## src/fault_mon_pkg.sv

```systemverilog
// Overview of operation
// - In normal state only report faults; act alone on lockout, low supply, undervoltage, overtemperature.
// - After lockout power-on reset, come up with reset flag and error flag set.
// - Clear-reset command clears reset flag; clear-fault command clears error flag.
// - Low supply pulses fault pin 50 us once, latches low-supply and error flags.
// - Low supply disables open and single-LED short diagnosis; recovery re-enables both.
// - Low-supply threshold spans 4 V to 35 V in 1 V steps.
// - Undervoltage sinks fault pin steadily, latches flags, disables outputs until recovery.
// - Reference fault sinks fault pin steadily, latches flags, leaves outputs alone.
// - Reference recovery releases pin; flags stay until clear-fault command.
// - Thermal warning pulses fault pin 50 us, latches warning and error flags.
// - First-level overtemperature turns outputs off, sinks pin, latches flags.
// - Overtemperature recovery resumes outputs, releases pin; flags stay latched.
// - Thermal shutdown sinks pin, sets reset and error flags, restarts from defaults.
// - After shutdown recovery, clear-reset command clears reset and error flags.
// - Watchdog restarts on good addressed non-broadcast frames only.
// - Watchdog overflow enters fail-safe state chosen by the select input.
// - Four-bit period; all ones enters fail-safe directly, zero disables watchdog.
// - Open monitoring only during PWM-on time, longer than blanking interval.
// - Open persisting past blanking with supply good pulses pin, sets channel flags.
package fault_mon_pkg;

    localparam int CLK_HZ            = 10_000_000;
    localparam int NUM_CH            = 24;

    // Fault pulse length
    localparam int PULSE_TIME_US     = 50;
    localparam int PULSE_CYCLES      = (PULSE_TIME_US * CLK_HZ) / 1_000_000;
    localparam int PULSE_CNT_W       = 10;

    // Blanking step of the 4-bit blanking field
    localparam int BLANK_STEP_US     = 1;
    localparam int BLANK_STEP_CYCLES = (BLANK_STEP_US * CLK_HZ) / 1_000_000;
    localparam int BLANK_CNT_W       = 8;

    // Watchdog step of the 4-bit period field
    localparam int WDOG_STEP_US      = 1000;
    localparam int WDOG_STEP_CYCLES  = (WDOG_STEP_US * CLK_HZ) / 1_000_000;
    localparam int WDOG_PRE_W        = 16;
    localparam logic [3:0] WDOG_OFF    = 4'h0;
    localparam logic [3:0] WDOG_DIRECT = 4'hF;

    // Low-supply threshold: volts = code * step + minimum
    localparam logic [5:0] LOW_SUPPLY_MIN_V  = 6'h04;
    localparam logic [5:0] LOW_SUPPLY_STEP_V = 6'h01;
    localparam logic [5:0] LOW_SUPPLY_MAX_V  = 6'h23;

    // Positions in the synchroniser vector
    localparam int SYN_LOWVS = 0;
    localparam int SYN_UV    = 1;
    localparam int SYN_REF   = 2;
    localparam int SYN_TWARN = 3;
    localparam int SYN_TPROT = 4;
    localparam int SYN_TSD   = 5;
    localparam int SYN_FSSEL = 6;
    localparam int SYN_OPEN  = 7;
    localparam int SYN_W     = SYN_OPEN + NUM_CH;

    typedef enum logic [2:0] {
        ST_NORMAL   = 3'b001,
        ST_SHUTDOWN = 3'b010,
        ST_FAILSAFE = 3'b100
    } mon_state_t;

    function automatic logic [BLANK_CNT_W-1:0] blank_limit(input logic [3:0] code);
        blank_limit = BLANK_CNT_W'((code + 5'h01) * BLANK_STEP_CYCLES);
    endfunction : blank_limit

endpackage : fault_mon_pkg

```

## src/fault_pulse_timer.sv

```systemverilog
`timescale 1ns/1ps
module fault_pulse_timer
    import fault_mon_pkg::*;
(
    // Clock and reset
    input  wire logic clk_sys_i,
    input  wire logic rstn_i,
    // Trigger and running indication
    input  wire logic trig_i,
    output logic      busy_o
);
    typedef struct packed {
        logic [PULSE_CNT_W-1:0] cnt;
        logic                   busy;
    } pulse_t;

    pulse_t r_reg;
    pulse_t r_next;

    // A new trigger restarts the full length
    always_comb begin
        r_next = r_reg;
        if (trig_i) begin
            r_next.cnt = PULSE_CNT_W'(PULSE_CYCLES - 1);
            r_next.busy = 1'b1;
        end else if (r_reg.cnt != '0) begin
            r_next.cnt = r_reg.cnt - 1'b1;
        end else begin
            r_next.busy = 1'b0;
        end
    end

    always_ff @(posedge clk_sys_i or negedge rstn_i) begin
        if (!rstn_i) begin
            r_reg <= '0;
        end else begin
            r_reg <= r_next;
        end
    end

    assign busy_o = r_reg.busy;

endmodule : fault_pulse_timer

```

## src/comm_watchdog.sv

```systemverilog
`timescale 1ns/1ps
module comm_watchdog
    import fault_mon_pkg::*;
#(
    parameter int STEP_CYCLES = WDOG_STEP_CYCLES
) (
    // Clock and reset
    input  wire logic       clk_sys_i,
    input  wire logic       rstn_i,
    // Control
    input  wire logic       run_i,
    input  wire logic [3:0] watchdog_period_field_i,
    input  wire logic       kick_i,
    // Expiry
    output logic            overflow_o
);
    typedef struct packed {
        logic [WDOG_PRE_W-1:0] pre;
        logic [3:0]            steps;
        logic                  overflow;
    } wdog_t;

    wdog_t r_reg;
    wdog_t r_next;

    always_comb begin
        r_next = r_reg;
        r_next.overflow = 1'b0;
        if (!run_i || watchdog_period_field_i == WDOG_OFF) begin
            r_next.pre = '0;
            r_next.steps = '0;
        end else if (watchdog_period_field_i == WDOG_DIRECT) begin
            r_next.overflow = 1'b1;
        end else if (kick_i) begin
            r_next.pre = '0;
            r_next.steps = '0;
        end else if (r_reg.pre == WDOG_PRE_W'(STEP_CYCLES - 1)) begin
            // One-cycle step enable from the prescaler
            r_next.pre = '0;
            if (r_reg.steps + 4'h1 >= watchdog_period_field_i) begin
                r_next.steps = '0;
                r_next.overflow = 1'b1;
            end else begin
                r_next.steps = r_reg.steps + 4'h1;
            end
        end else begin
            r_next.pre = r_reg.pre + 1'b1;
        end
    end

    always_ff @(posedge clk_sys_i or negedge rstn_i) begin
        if (!rstn_i) begin
            r_reg <= '0;
        end else begin
            r_reg <= r_next;
        end
    end

    assign overflow_o = r_reg.overflow;

endmodule : comm_watchdog

```

## src/fault_monitor.sv

```systemverilog
`timescale 1ns/1ps
module fault_monitor
    import fault_mon_pkg::*;
#(
    parameter int WDOG_CYCLES = WDOG_STEP_CYCLES
) (
    // Clock and reset
    input  wire logic              clk_sys_i,
    input  wire logic              rstn_i,
    // Analog comparator indications, asynchronous
    input  wire logic              low_supply_below_i,
    input  wire logic              supply_uv_i,
    input  wire logic              ref_fault_i,
    input  wire logic              thermal_warn_i,
    input  wire logic              thermal_protect_i,
    input  wire logic              thermal_shutdown_i,
    input  wire logic [NUM_CH-1:0] open_detect_i,
    input  wire logic              failsafe_select_input_i,
    // Internal PWM state, same clock
    input  wire logic [NUM_CH-1:0] pwm_on_i,
    // Configuration, same clock
    input  wire logic [3:0]        blank_setting_i,
    input  wire logic [4:0]        low_supply_threshold_i,
    input  wire logic [3:0]        watchdog_period_field_i,
    // Frame results and commands, same clock
    input  wire logic              frame_ok_i,
    input  wire logic              frame_broadcast_i,
    input  wire logic              clear_reset_flag_cmd_i,
    input  wire logic              clear_fault_cmd_i,
    // Fault pin, open drain
    input  wire logic              fault_indicator_pin_n_i,
    output logic                   fault_indicator_pin_n_o,
    output logic                   fault_indicator_pin_n_oe_o,
    // Flags
    output logic                   reset_flag_o,
    output logic                   global_error_flag_o,
    output logic                   low_supply_flag_o,
    output logic                   supply_undervoltage_flag_o,
    output logic                   reference_fault_flag_o,
    output logic                   thermal_warning_flag_o,
    output logic                   thermal_protect_flag_o,
    output logic                   output_flag_o,
    output logic [NUM_CH-1:0]      channel_open_flag_o,
    // Actions
    output logic                   outputs_enable_o,
    output logic                   open_diag_enable_o,
    output logic                   sls_diag_enable_o,
    output logic                   device_reset_o,
    output logic                   failsafe_active_o,
    output logic                   failsafe_mode_o,
    output logic [5:0]             low_supply_threshold_o
);

    ////////////////////////////////////////////////////////////////////////////////
    // State

    typedef struct packed {
        logic [SYN_W-1:0]                   sync1;
        logic [SYN_W-1:0]                   sync2;
        logic [SYN_W-1:0]                   prev;
        mon_state_t                         state;
        logic                               reset_flag;
        logic                               err_flag;
        logic                               lowvs_flag;
        logic                               uv_flag;
        logic                               ref_flag;
        logic                               twarn_flag;
        logic                               tprot_flag;
        logic                               out_flag;
        logic [NUM_CH-1:0]                  open_flag;
        logic [NUM_CH-1:0][BLANK_CNT_W-1:0] blank_cnt;
        logic                               pulse_trig;
        logic                               fault_drive;
        logic                               outputs_en;
        logic                               diag_en;
        logic                               fs_mode;
        logic                               dev_reset;
        logic [5:0]                         lowvs_volts;
    } mon_t;

    // Power-on image: reset and error flags come up set
    function automatic mon_t por_image();
        mon_t v;
        v = '0;
        v.state = ST_NORMAL;
        v.reset_flag = 1'b1;
        v.err_flag = 1'b1;
        v.lowvs_volts = LOW_SUPPLY_MIN_V;
        return v;
    endfunction : por_image

    mon_t r_reg;
    mon_t r_next;

    logic pulse_busy;
    logic wdog_overflow;
    logic wdog_kick;

    ////////////////////////////////////////////////////////////////////////////////
    // Helpers

    // Pulse shortcuts the register stage so the pin follows the event by one cycle
    fault_pulse_timer u_pulse (
        .clk_sys_i (clk_sys_i),
        .rstn_i    (rstn_i),
        .trig_i    (r_reg.pulse_trig),
        .busy_o    (pulse_busy)
    );

    assign wdog_kick = frame_ok_i && !frame_broadcast_i;

    comm_watchdog #(
        .STEP_CYCLES (WDOG_CYCLES)
    ) u_wdog (
        .clk_sys_i               (clk_sys_i),
        .rstn_i                  (rstn_i),
        .run_i                   (r_reg.state == ST_NORMAL),
        .watchdog_period_field_i (watchdog_period_field_i),
        .kick_i                  (wdog_kick),
        .overflow_o              (wdog_overflow)
    );

    ////////////////////////////////////////////////////////////////////////////////
    // Next state

    always_comb begin
        logic [SYN_W-1:0]       s;
        logic [SYN_W-1:0]       rise;
        logic [BLANK_CNT_W-1:0] lim;
        logic                   steady;
        logic                   any_open_evt;
        logic                   others;

        s = r_reg.sync2;
        rise = r_reg.sync2 & ~r_reg.prev;
        lim = blank_limit(blank_setting_i);
        steady = 1'b0;
        any_open_evt = 1'b0;
        others = 1'b0;

        r_next = r_reg;
        r_next.sync1 = {open_detect_i, failsafe_select_input_i, thermal_shutdown_i,
                        thermal_protect_i, thermal_warn_i, ref_fault_i, supply_uv_i,
                        low_supply_below_i};
        r_next.sync2 = r_reg.sync1;
        r_next.prev = r_reg.sync2;
        r_next.pulse_trig = 1'b0;
        r_next.lowvs_volts = 6'(low_supply_threshold_i) * LOW_SUPPLY_STEP_V
                           + LOW_SUPPLY_MIN_V;

        unique case (r_reg.state)
            ST_SHUTDOWN: begin
                // Regulator is off: outputs dead, pin held
                r_next.outputs_en = 1'b0;
                r_next.fault_drive = 1'b1;
                r_next.dev_reset = 1'b1;
                if (!s[SYN_TSD]) begin
                    r_next = por_image();
                    r_next.sync1 = r_reg.sync1;
                    r_next.sync2 = r_reg.sync1;
                    r_next.prev = r_reg.sync2;
                end
            end
            ST_NORMAL, ST_FAILSAFE: begin
                // Clears first so that a coincident event sets the flag again
                if (clear_fault_cmd_i) begin
                    r_next.err_flag = 1'b0;
                    r_next.lowvs_flag = 1'b0;
                    r_next.uv_flag = 1'b0;
                    r_next.ref_flag = 1'b0;
                    r_next.twarn_flag = 1'b0;
                    r_next.tprot_flag = 1'b0;
                    r_next.out_flag = 1'b0;
                    r_next.open_flag = '0;
                end
                if (clear_reset_flag_cmd_i) begin
                    r_next.reset_flag = 1'b0;
                    others = r_next.lowvs_flag | r_next.uv_flag | r_next.ref_flag
                           | r_next.twarn_flag | r_next.tprot_flag | r_next.out_flag;
                    if (!others) begin
                        r_next.err_flag = 1'b0;
                    end
                end

                if (s[SYN_LOWVS]) begin
                    r_next.lowvs_flag = 1'b1;
                    r_next.err_flag = 1'b1;
                end
                if (rise[SYN_LOWVS]) begin
                    r_next.pulse_trig = 1'b1;
                end
                if (s[SYN_UV]) begin
                    r_next.uv_flag = 1'b1;
                    r_next.err_flag = 1'b1;
                end
                if (s[SYN_REF]) begin
                    r_next.ref_flag = 1'b1;
                    r_next.err_flag = 1'b1;
                end
                if (s[SYN_TWARN]) begin
                    r_next.twarn_flag = 1'b1;
                    r_next.err_flag = 1'b1;
                end
                if (rise[SYN_TWARN]) begin
                    r_next.pulse_trig = 1'b1;
                end
                if (s[SYN_TPROT]) begin
                    r_next.tprot_flag = 1'b1;
                    r_next.err_flag = 1'b1;
                end

                // Open monitor: counts only during PWM-on with supply good
                for (int ch = 0; ch < NUM_CH; ch++) begin
                    if (pwm_on_i[ch] && s[SYN_OPEN + ch] && !s[SYN_LOWVS]) begin
                        if (r_reg.blank_cnt[ch] < lim) begin
                            r_next.blank_cnt[ch] = r_reg.blank_cnt[ch] + 1'b1;
                        end
                        if (r_reg.blank_cnt[ch] == lim - 1'b1) begin
                            r_next.open_flag[ch] = 1'b1;
                            any_open_evt = 1'b1;
                        end else if (r_reg.blank_cnt[ch] >= lim) begin
                            r_next.open_flag[ch] = 1'b1;
                        end
                    end else begin
                        r_next.blank_cnt[ch] = '0;
                    end
                end
                if (any_open_evt) begin
                    r_next.pulse_trig = 1'b1;
                    r_next.out_flag = 1'b1;
                    r_next.err_flag = 1'b1;
                end
                if (r_next.open_flag != '0 && r_reg.blank_cnt != '0) begin
                    r_next.out_flag = r_next.out_flag | any_open_evt;
                end

                // Only supply and temperature faults act on the outputs
                r_next.outputs_en = !s[SYN_UV] && !s[SYN_TPROT];
                r_next.diag_en = !s[SYN_LOWVS];
                steady = s[SYN_UV] | s[SYN_REF] | s[SYN_TPROT];
                r_next.fault_drive = steady | pulse_busy | r_reg.pulse_trig;
                r_next.dev_reset = 1'b0;

                if (r_reg.state == ST_NORMAL && wdog_overflow) begin
                    r_next.state = ST_FAILSAFE;
                    r_next.fs_mode = s[SYN_FSSEL];
                end
                if (s[SYN_TSD]) begin
                    r_next.state = ST_SHUTDOWN;
                    r_next.reset_flag = 1'b1;
                    r_next.err_flag = 1'b1;
                    r_next.outputs_en = 1'b0;
                    r_next.fault_drive = 1'b1;
                    r_next.dev_reset = 1'b1;
                end
            end
            default: begin
                r_next = por_image();
            end
        endcase
    end

    always_ff @(posedge clk_sys_i or negedge rstn_i) begin
        if (!rstn_i) begin
            r_reg <= por_image();
        end else begin
            r_reg <= r_next;
        end
    end

    ////////////////////////////////////////////////////////////////////////////////
    // Outputs

    // Pin only ever sinks; the fault_indicator_pin_n_i input is never read
    assign fault_indicator_pin_n_o    = ~r_reg.fault_drive;
    assign fault_indicator_pin_n_oe_o = r_reg.fault_drive;
    assign reset_flag_o               = r_reg.reset_flag;
    assign global_error_flag_o        = r_reg.err_flag;
    assign low_supply_flag_o          = r_reg.lowvs_flag;
    assign supply_undervoltage_flag_o = r_reg.uv_flag;
    assign reference_fault_flag_o     = r_reg.ref_flag;
    assign thermal_warning_flag_o     = r_reg.twarn_flag;
    assign thermal_protect_flag_o     = r_reg.tprot_flag;
    assign output_flag_o              = r_reg.out_flag;
    assign channel_open_flag_o        = r_reg.open_flag;
    assign outputs_enable_o           = r_reg.outputs_en;
    assign open_diag_enable_o         = r_reg.diag_en;
    assign sls_diag_enable_o          = r_reg.diag_en;
    assign device_reset_o             = r_reg.dev_reset;
    assign failsafe_active_o          = (r_reg.state == ST_FAILSAFE);
    assign failsafe_mode_o            = r_reg.fs_mode;
    assign low_supply_threshold_o     = r_reg.lowvs_volts;

endmodule : fault_monitor

```

## config.mk

```make
export PLATFORM = sky130hd
export DESIGN_NAME = fault_monitor
export DESIGN_NICKNAME = d
export VERILOG_FILES = /design/src/fault_mon_pkg.sv /design/src/fault_pulse_timer.sv /design/src/comm_watchdog.sv /design/src/fault_monitor.sv
export SDC_FILE = /design/constraint.sdc
export NUM_CORES = 1
export LEC_CHECK = 0
export BUFFER_PORTS_ARGS = -buffer_cell sky130_fd_sc_hd__buf_4
export CORE_MARGIN = 2
export CORE_UTILIZATION = 30
export CTS_CLUSTER_SIZE = 20
export DETAILED_ROUTE_END_ITERATION = 12
export GPL_ROUTABILITY_DRIVEN = 0
export PLACE_DENSITY_LB_ADDON = 0.1
export SLEW_MARGIN = 5
export SYNTH_ARGS = -nofsm -noshare
export SYNTH_HDL_FRONTEND = slang
export SYNTH_HIERARCHICAL = 1
export SYNTH_SLANG_ARGS = --single-unit
```

## constraint.sdc

```tcl
create_clock -name clk_sys_i -period 4.4 [get_ports clk_sys_i]
set_input_delay 1.1 -clock clk_sys_i [delete_from_list [all_inputs] [get_ports clk_sys_i]]
set_output_delay 1.1 -clock clk_sys_i [all_outputs]
set_load 0.005 [all_outputs]
```

==> metrics.md <==
| Metric | Value |
|---|---|
| Status | `finished with violations` |
| Failing checks | `setup timing` |
| Placement-stage cell area | `0.02635 mm^2` |
| Arrival time of data at the critical path endpoint | `5130 ps` |
| Power density over cell area | `424.1 mW/mm^2` |
| Via count | `19040` |
| Slowest stage delay, CP | `580 ps` |
| Total I/O pin count | `approximately 120` |
| Setup_tns | `-498.1 ps` |
| Vias in the first global route | `19370` |
| Detailed-route wire length per cell | `20.19 um` |
| Largest fanout of any net on the critical path | `5` |
| Seq pwr share | `0.327` |
| Simple logic cell fraction of the synthesized area | `0.2240` |
| Synthesized netlist cell count | `2400` |
| Flip-flop count of the largest register, all copies and words added | `260` |
| Fraction of synthesis flops using an asynchronous set or reset pin | `1.000` |
| Worst relative slew slack | `0.3082` |
| Switching power total | `4.542 mW` |
| Total grt overflow | `0` |
| Clock-pin slew on the worst setup and hold paths | `60 ps` |
| DRT iter0 DRCs | `1171` |
| Maximum number of pins on one net before global-route repair | `89` |
| Cell Rows | `100` |
| Worst setup SP type | `input port` |
| Synthesized area per cell | `9.346 um^2` |
| Synth Area in Adders | `0.1098` |
| List of cells traversed by the critical path | `buf_8 > ha_4 > xor2_4 > ha_4 > ha_4 > inv_2 > fa_2 > buf_12 > buf_6 > and3_4 > buf_4 > xnor3_1 > and4b_1 > a22o_1 > or4_4 > or4_1 > a22o_1` |
| Root buffer selected by CTS | `sky130_fd_sc_hd__clkbuf_16` |
| Num CTS Buffers | `44` |
| Int Power | `7.658 mW` |
| Post-synth design cell area | `0.02243 mm^2` |
| Number of nets in the synthesized netlist | `2660` |
| Post-route clock period utilization | `1.044` |
| Main combinational cell family by area after synthesis | `simple AND/OR/NAND/NOR gates` |
| Final hold vios | `0` |
| Initial Utilization | `0.3023` |
| Clk sinks | `roughly 340` |
| Worst setup skew after layout | `between 40 and 50 ps` |
| Area growth, synth to finish | `28.23%` |
| Final design area excluding fillers | `about 0.029 mm^2` |
| Synth Flop Type | `sky130_fd_sc_hd__dfrtp_1` |
| Number of diodes | `0` |
| Hold crit path type | `input port to async pin` |
| Synth warnings | `6` |
| Utilization after layout | `0.3877` |
| Pre-Repair DR Iteration Count | `5` |
| Fraction of power consumed by the clock network | `0.305` |
| Max Root-Sink Buffers | `3` |
| Final ANT Viol Nets | `0` |
| Critical Path End Type | `register` |
| Net Sw Frac | `0.3723` |
| Crit path buf inv count | `5` |
| Vertical die dimension | `about 280 um` |
| Max-cap check violation count | `0` |
| Post-synthesis sequential area ratio | `0.3739` |
| Complex-gate fraction of the synthesized area | `0.1091` |
| Final layout net count | `2995` |
| Most common cell after layout, fill and taps aside | `sky130_fd_sc_hd__buf_4` |
| Unrepaired setup endpoints after global routing | `true` |
| Clock insertion delay at the later pin of the skew report | `610 ps` |
| Actual slew at the worst max-slew pin | `1028 ps` |
| Avg Vias per Cell | `5.096` |
| Upper clock frequency limit | `0.2177 GHz` |
| Core Box Area | `approximately 0.074 mm^2` |
| Xor-xnor portion of the synthesized cell area | `0.1354` |
| Global routing usage summed across all routing layers | `0.1945` |
| Number of slew-limit violations in the final report | `0` |
| Number of hold-repair buffers added at the cts stage | `0` |
| HPWL reported at the end of detailed placement | `about 54000 um` |
| Number of antenna violations at the first check in global routing | `1` |
| Max H-tree Level | `2` |
| Static leakage | `12.90 nW` |
| Die Width | `approximately 280 um` |
| Max rail drop VDD | `312.2 uV` |
| Fraction of power consumed by combinational cells | `0.368` |
| Required time at the endpoint of the critical path | `4940 ps` |
| Count of flip-flops with a built-in enable after synthesis | `0` |
| Setup WS post-layout | `-194.2 ps` |
| Fraction of final layout cells sized beyond drive strength 1 | `0.2254` |
| Number of setup violations in the final report | `9` |
| Top Family by Delay on Critical Path | `simple AND/OR/NAND/NOR gates` |
| Residual DRC count | `0` |
| Commonest cells after routing, fill and taps aside | `sky130_fd_sc_hd__buf_4 (354), sky130_fd_sc_hd__dfrtp_1 (330), sky130_fd_sc_hd__nor2_1 (234)` |
| Post-place setup slack | `-1131 ps` |
| Global-route wire length before repair | `116700 um` |
| Class of the most critical setup path | `input port to register` |
| Flop and latch count out of synthesis | `335` |
| Multiplexer share of the synthesized area | `0.008311` |
| CTS tree | `built` |
| Final wirelength | `75450 um` |
| Number of port buffers | `119` |
| Most repeated library cell on the critical path | `sky130_fd_sc_hd__ha_4` |
| Area enclosed by the die boundary | `about 0.077 mm^2` |
| Cell with the biggest individual delay on the critical path | `sky130_fd_sc_hd__fa_2` |
| Cell variety after synth | `86` |
| Clock period minus worst slack | `4594 ps` |
## final timing paths
check                                 endpoint  cells after the start  slack, ps          startpoint
hold / removal                      r_reg[130]                      1        440              rstn_i
setup / recovery           global_error_flag_o                     17       -190  blank_setting_i[0]
setup reg to reg                    r_reg[134]                      7       1100          r_reg[238]
hold reg to reg                     r_reg[318]                      2        450          r_reg[318]
min in group clk_sys_i              r_reg[318]                      2        450          r_reg[318]
max in group asynchronous         reset_flag_o                      2       2980              rstn_i
## worst reg2reg max path, delay by kind of cell, from the launching register on
family                 cells  cell delay [ps]
AND/OR/NAND/NOR            2             1000
flip-flops                 1              550
AO/OA/AOI/OAI              4             1300
buffers and inverters      1              350
## cells by family after synthesis
family / after synthesis
mux: 18
compound gates: 387
simple gates: 963
buf+inv: 190
flops: 335
xor+xnor: 308
fa+ha+maj: 199
## power by group through the flow
stage,Sequential [mW],Clock [mW],Combinational (mW)
4_1_cts,3.99,3.86,4.41
3_5_place_dp,4.05,0,4.25
3_3_place_gp,4.04,0,4.20
2_1_floorplan,3.83,0,2.46
5_1_grt,4.06,3.96,4.94
6_report,3.99,3.72,4.49
## synthesized netlist by cell type (6+ instances only)
| cell | n | share of area |
|---|---|---|
| sky130_fd_sc_hd__a21o_1 | 29 | 0.0097 |
| sky130_fd_sc_hd__or3_1 | 18 | 0.0050 |
| sky130_fd_sc_hd__nand2_1 | 208 | 0.035 |
| sky130_fd_sc_hd__ha_1 | 184 | 0.10 |
| sky130_fd_sc_hd__inv_1 | 81 | 0.014 |
| sky130_fd_sc_hd__a211oi_1 | 11 | 0.0037 |
| sky130_fd_sc_hd__nor2_1 | 239 | 0.040 |
| sky130_fd_sc_hd__buf_2 | 9 | 0.0020 |
| sky130_fd_sc_hd__a21oi_1 | 95 | 0.021 |
| sky130_fd_sc_hd__a32o_1 | 6 | 0.0027 |
| sky130_fd_sc_hd__a22o_1 | 20 | 0.0078 |
| sky130_fd_sc_hd__maj3_1 | 14 | 0.0062 |
| sky130_fd_sc_hd__or4_1 | 10 | 0.0033 |
| sky130_fd_sc_hd__buf_1 | 7 | 0.0012 |
| sky130_fd_sc_hd__dfrtp_1 | 331 | 0.37 |
| sky130_fd_sc_hd__o31ai_1 | 20 | 0.0067 |
| sky130_fd_sc_hd__xnor2_1 | 142 | 0.055 |
| sky130_fd_sc_hd__nand2b_1 | 19 | 0.0053 |
| sky130_fd_sc_hd__buf_4 | 37 | 0.012 |
| sky130_fd_sc_hd__and4_1 | 9 | 0.0035 |
| sky130_fd_sc_hd__clkbuf_1 | 53 | 0.0089 |
| sky130_fd_sc_hd__nor4b_1 | 12 | 0.0047 |
| sky130_fd_sc_hd__nor4_1 | 23 | 0.0064 |
| sky130_fd_sc_hd__o21a_1 | 18 | 0.0060 |
| sky130_fd_sc_hd__a31oi_1 | 13 | 0.0036 |
| sky130_fd_sc_hd__o21ai_0 | 121 | 0.027 |
| sky130_fd_sc_hd__nand3b_1 | 17 | 0.0057 |
| sky130_fd_sc_hd__nand3_1 | 119 | 0.027 |
| sky130_fd_sc_hd__a2111oi_0 | 9 | 0.0035 |
| sky130_fd_sc_hd__and3_1 | 39 | 0.011 |
| sky130_fd_sc_hd__nor3_1 | 31 | 0.0069 |
| sky130_fd_sc_hd__mux2i_1 | 13 | 0.0058 |
| sky130_fd_sc_hd__nor2b_1 | 26 | 0.0073 |
| sky130_fd_sc_hd__nand4_1 | 89 | 0.025 |
| sky130_fd_sc_hd__and2_1 | 37 | 0.010 |
| sky130_fd_sc_hd__or2_2 | 9 | 0.0025 |
| sky130_fd_sc_hd__and4b_1 | 13 | 0.0058 |
| sky130_fd_sc_hd__xnor3_1 | 20 | 0.020 |
| sky130_fd_sc_hd__nand4b_1 | 18 | 0.0070 |
| sky130_fd_sc_hd__xor2_1 | 140 | 0.055 |
## layout make-up
cell class / instances / area [um^2]
Clock buffer: 62 / 1229
Clock inverter: 17 / 244.0
Fill cell: 7416 / 45430
Inverter: 81 / 311.5
Multi-Input combinational cell: 1876 / 14020
Sequential cell: 335 / 8389
Tap cell: 969 / 1212
Timing Repair Buffer: 397 / 3353
## repair_timing
| item | 4_1_cts | 5_1_grt |
|---|---|---|
| endpoints found under the setup margin | 104 | 159 |
| buffers inserted | 23 | 21 |
| pin swaps | 29 | 64 |
| gates resized for setup | 39 | 81 |
| gates cloned | 1 | 1 |
## routing by layer
metal	track usage	wire, um
met5	0	0
met4	0.05741	1977
met3	0.02838	3375
met2	0.3105	34460
met1	0.2721	35630
## per-stage QoR
stage / cells / hold slack, ps / total power, mW
2_1_floorplan: 2400 / 430.4 / 6.287
3_3_place_gp: 3614 / 441.3 / 8.234
3_5_place_dp: 3614 / 447.0 / 8.296
4_1_cts: 3717 / 453.1 / 12.26
5_1_grt: 3737 / 473.4 / 12.96
6_report: 3737 / 444.4 / 12.20
Power figures use the tool's default switching activity.
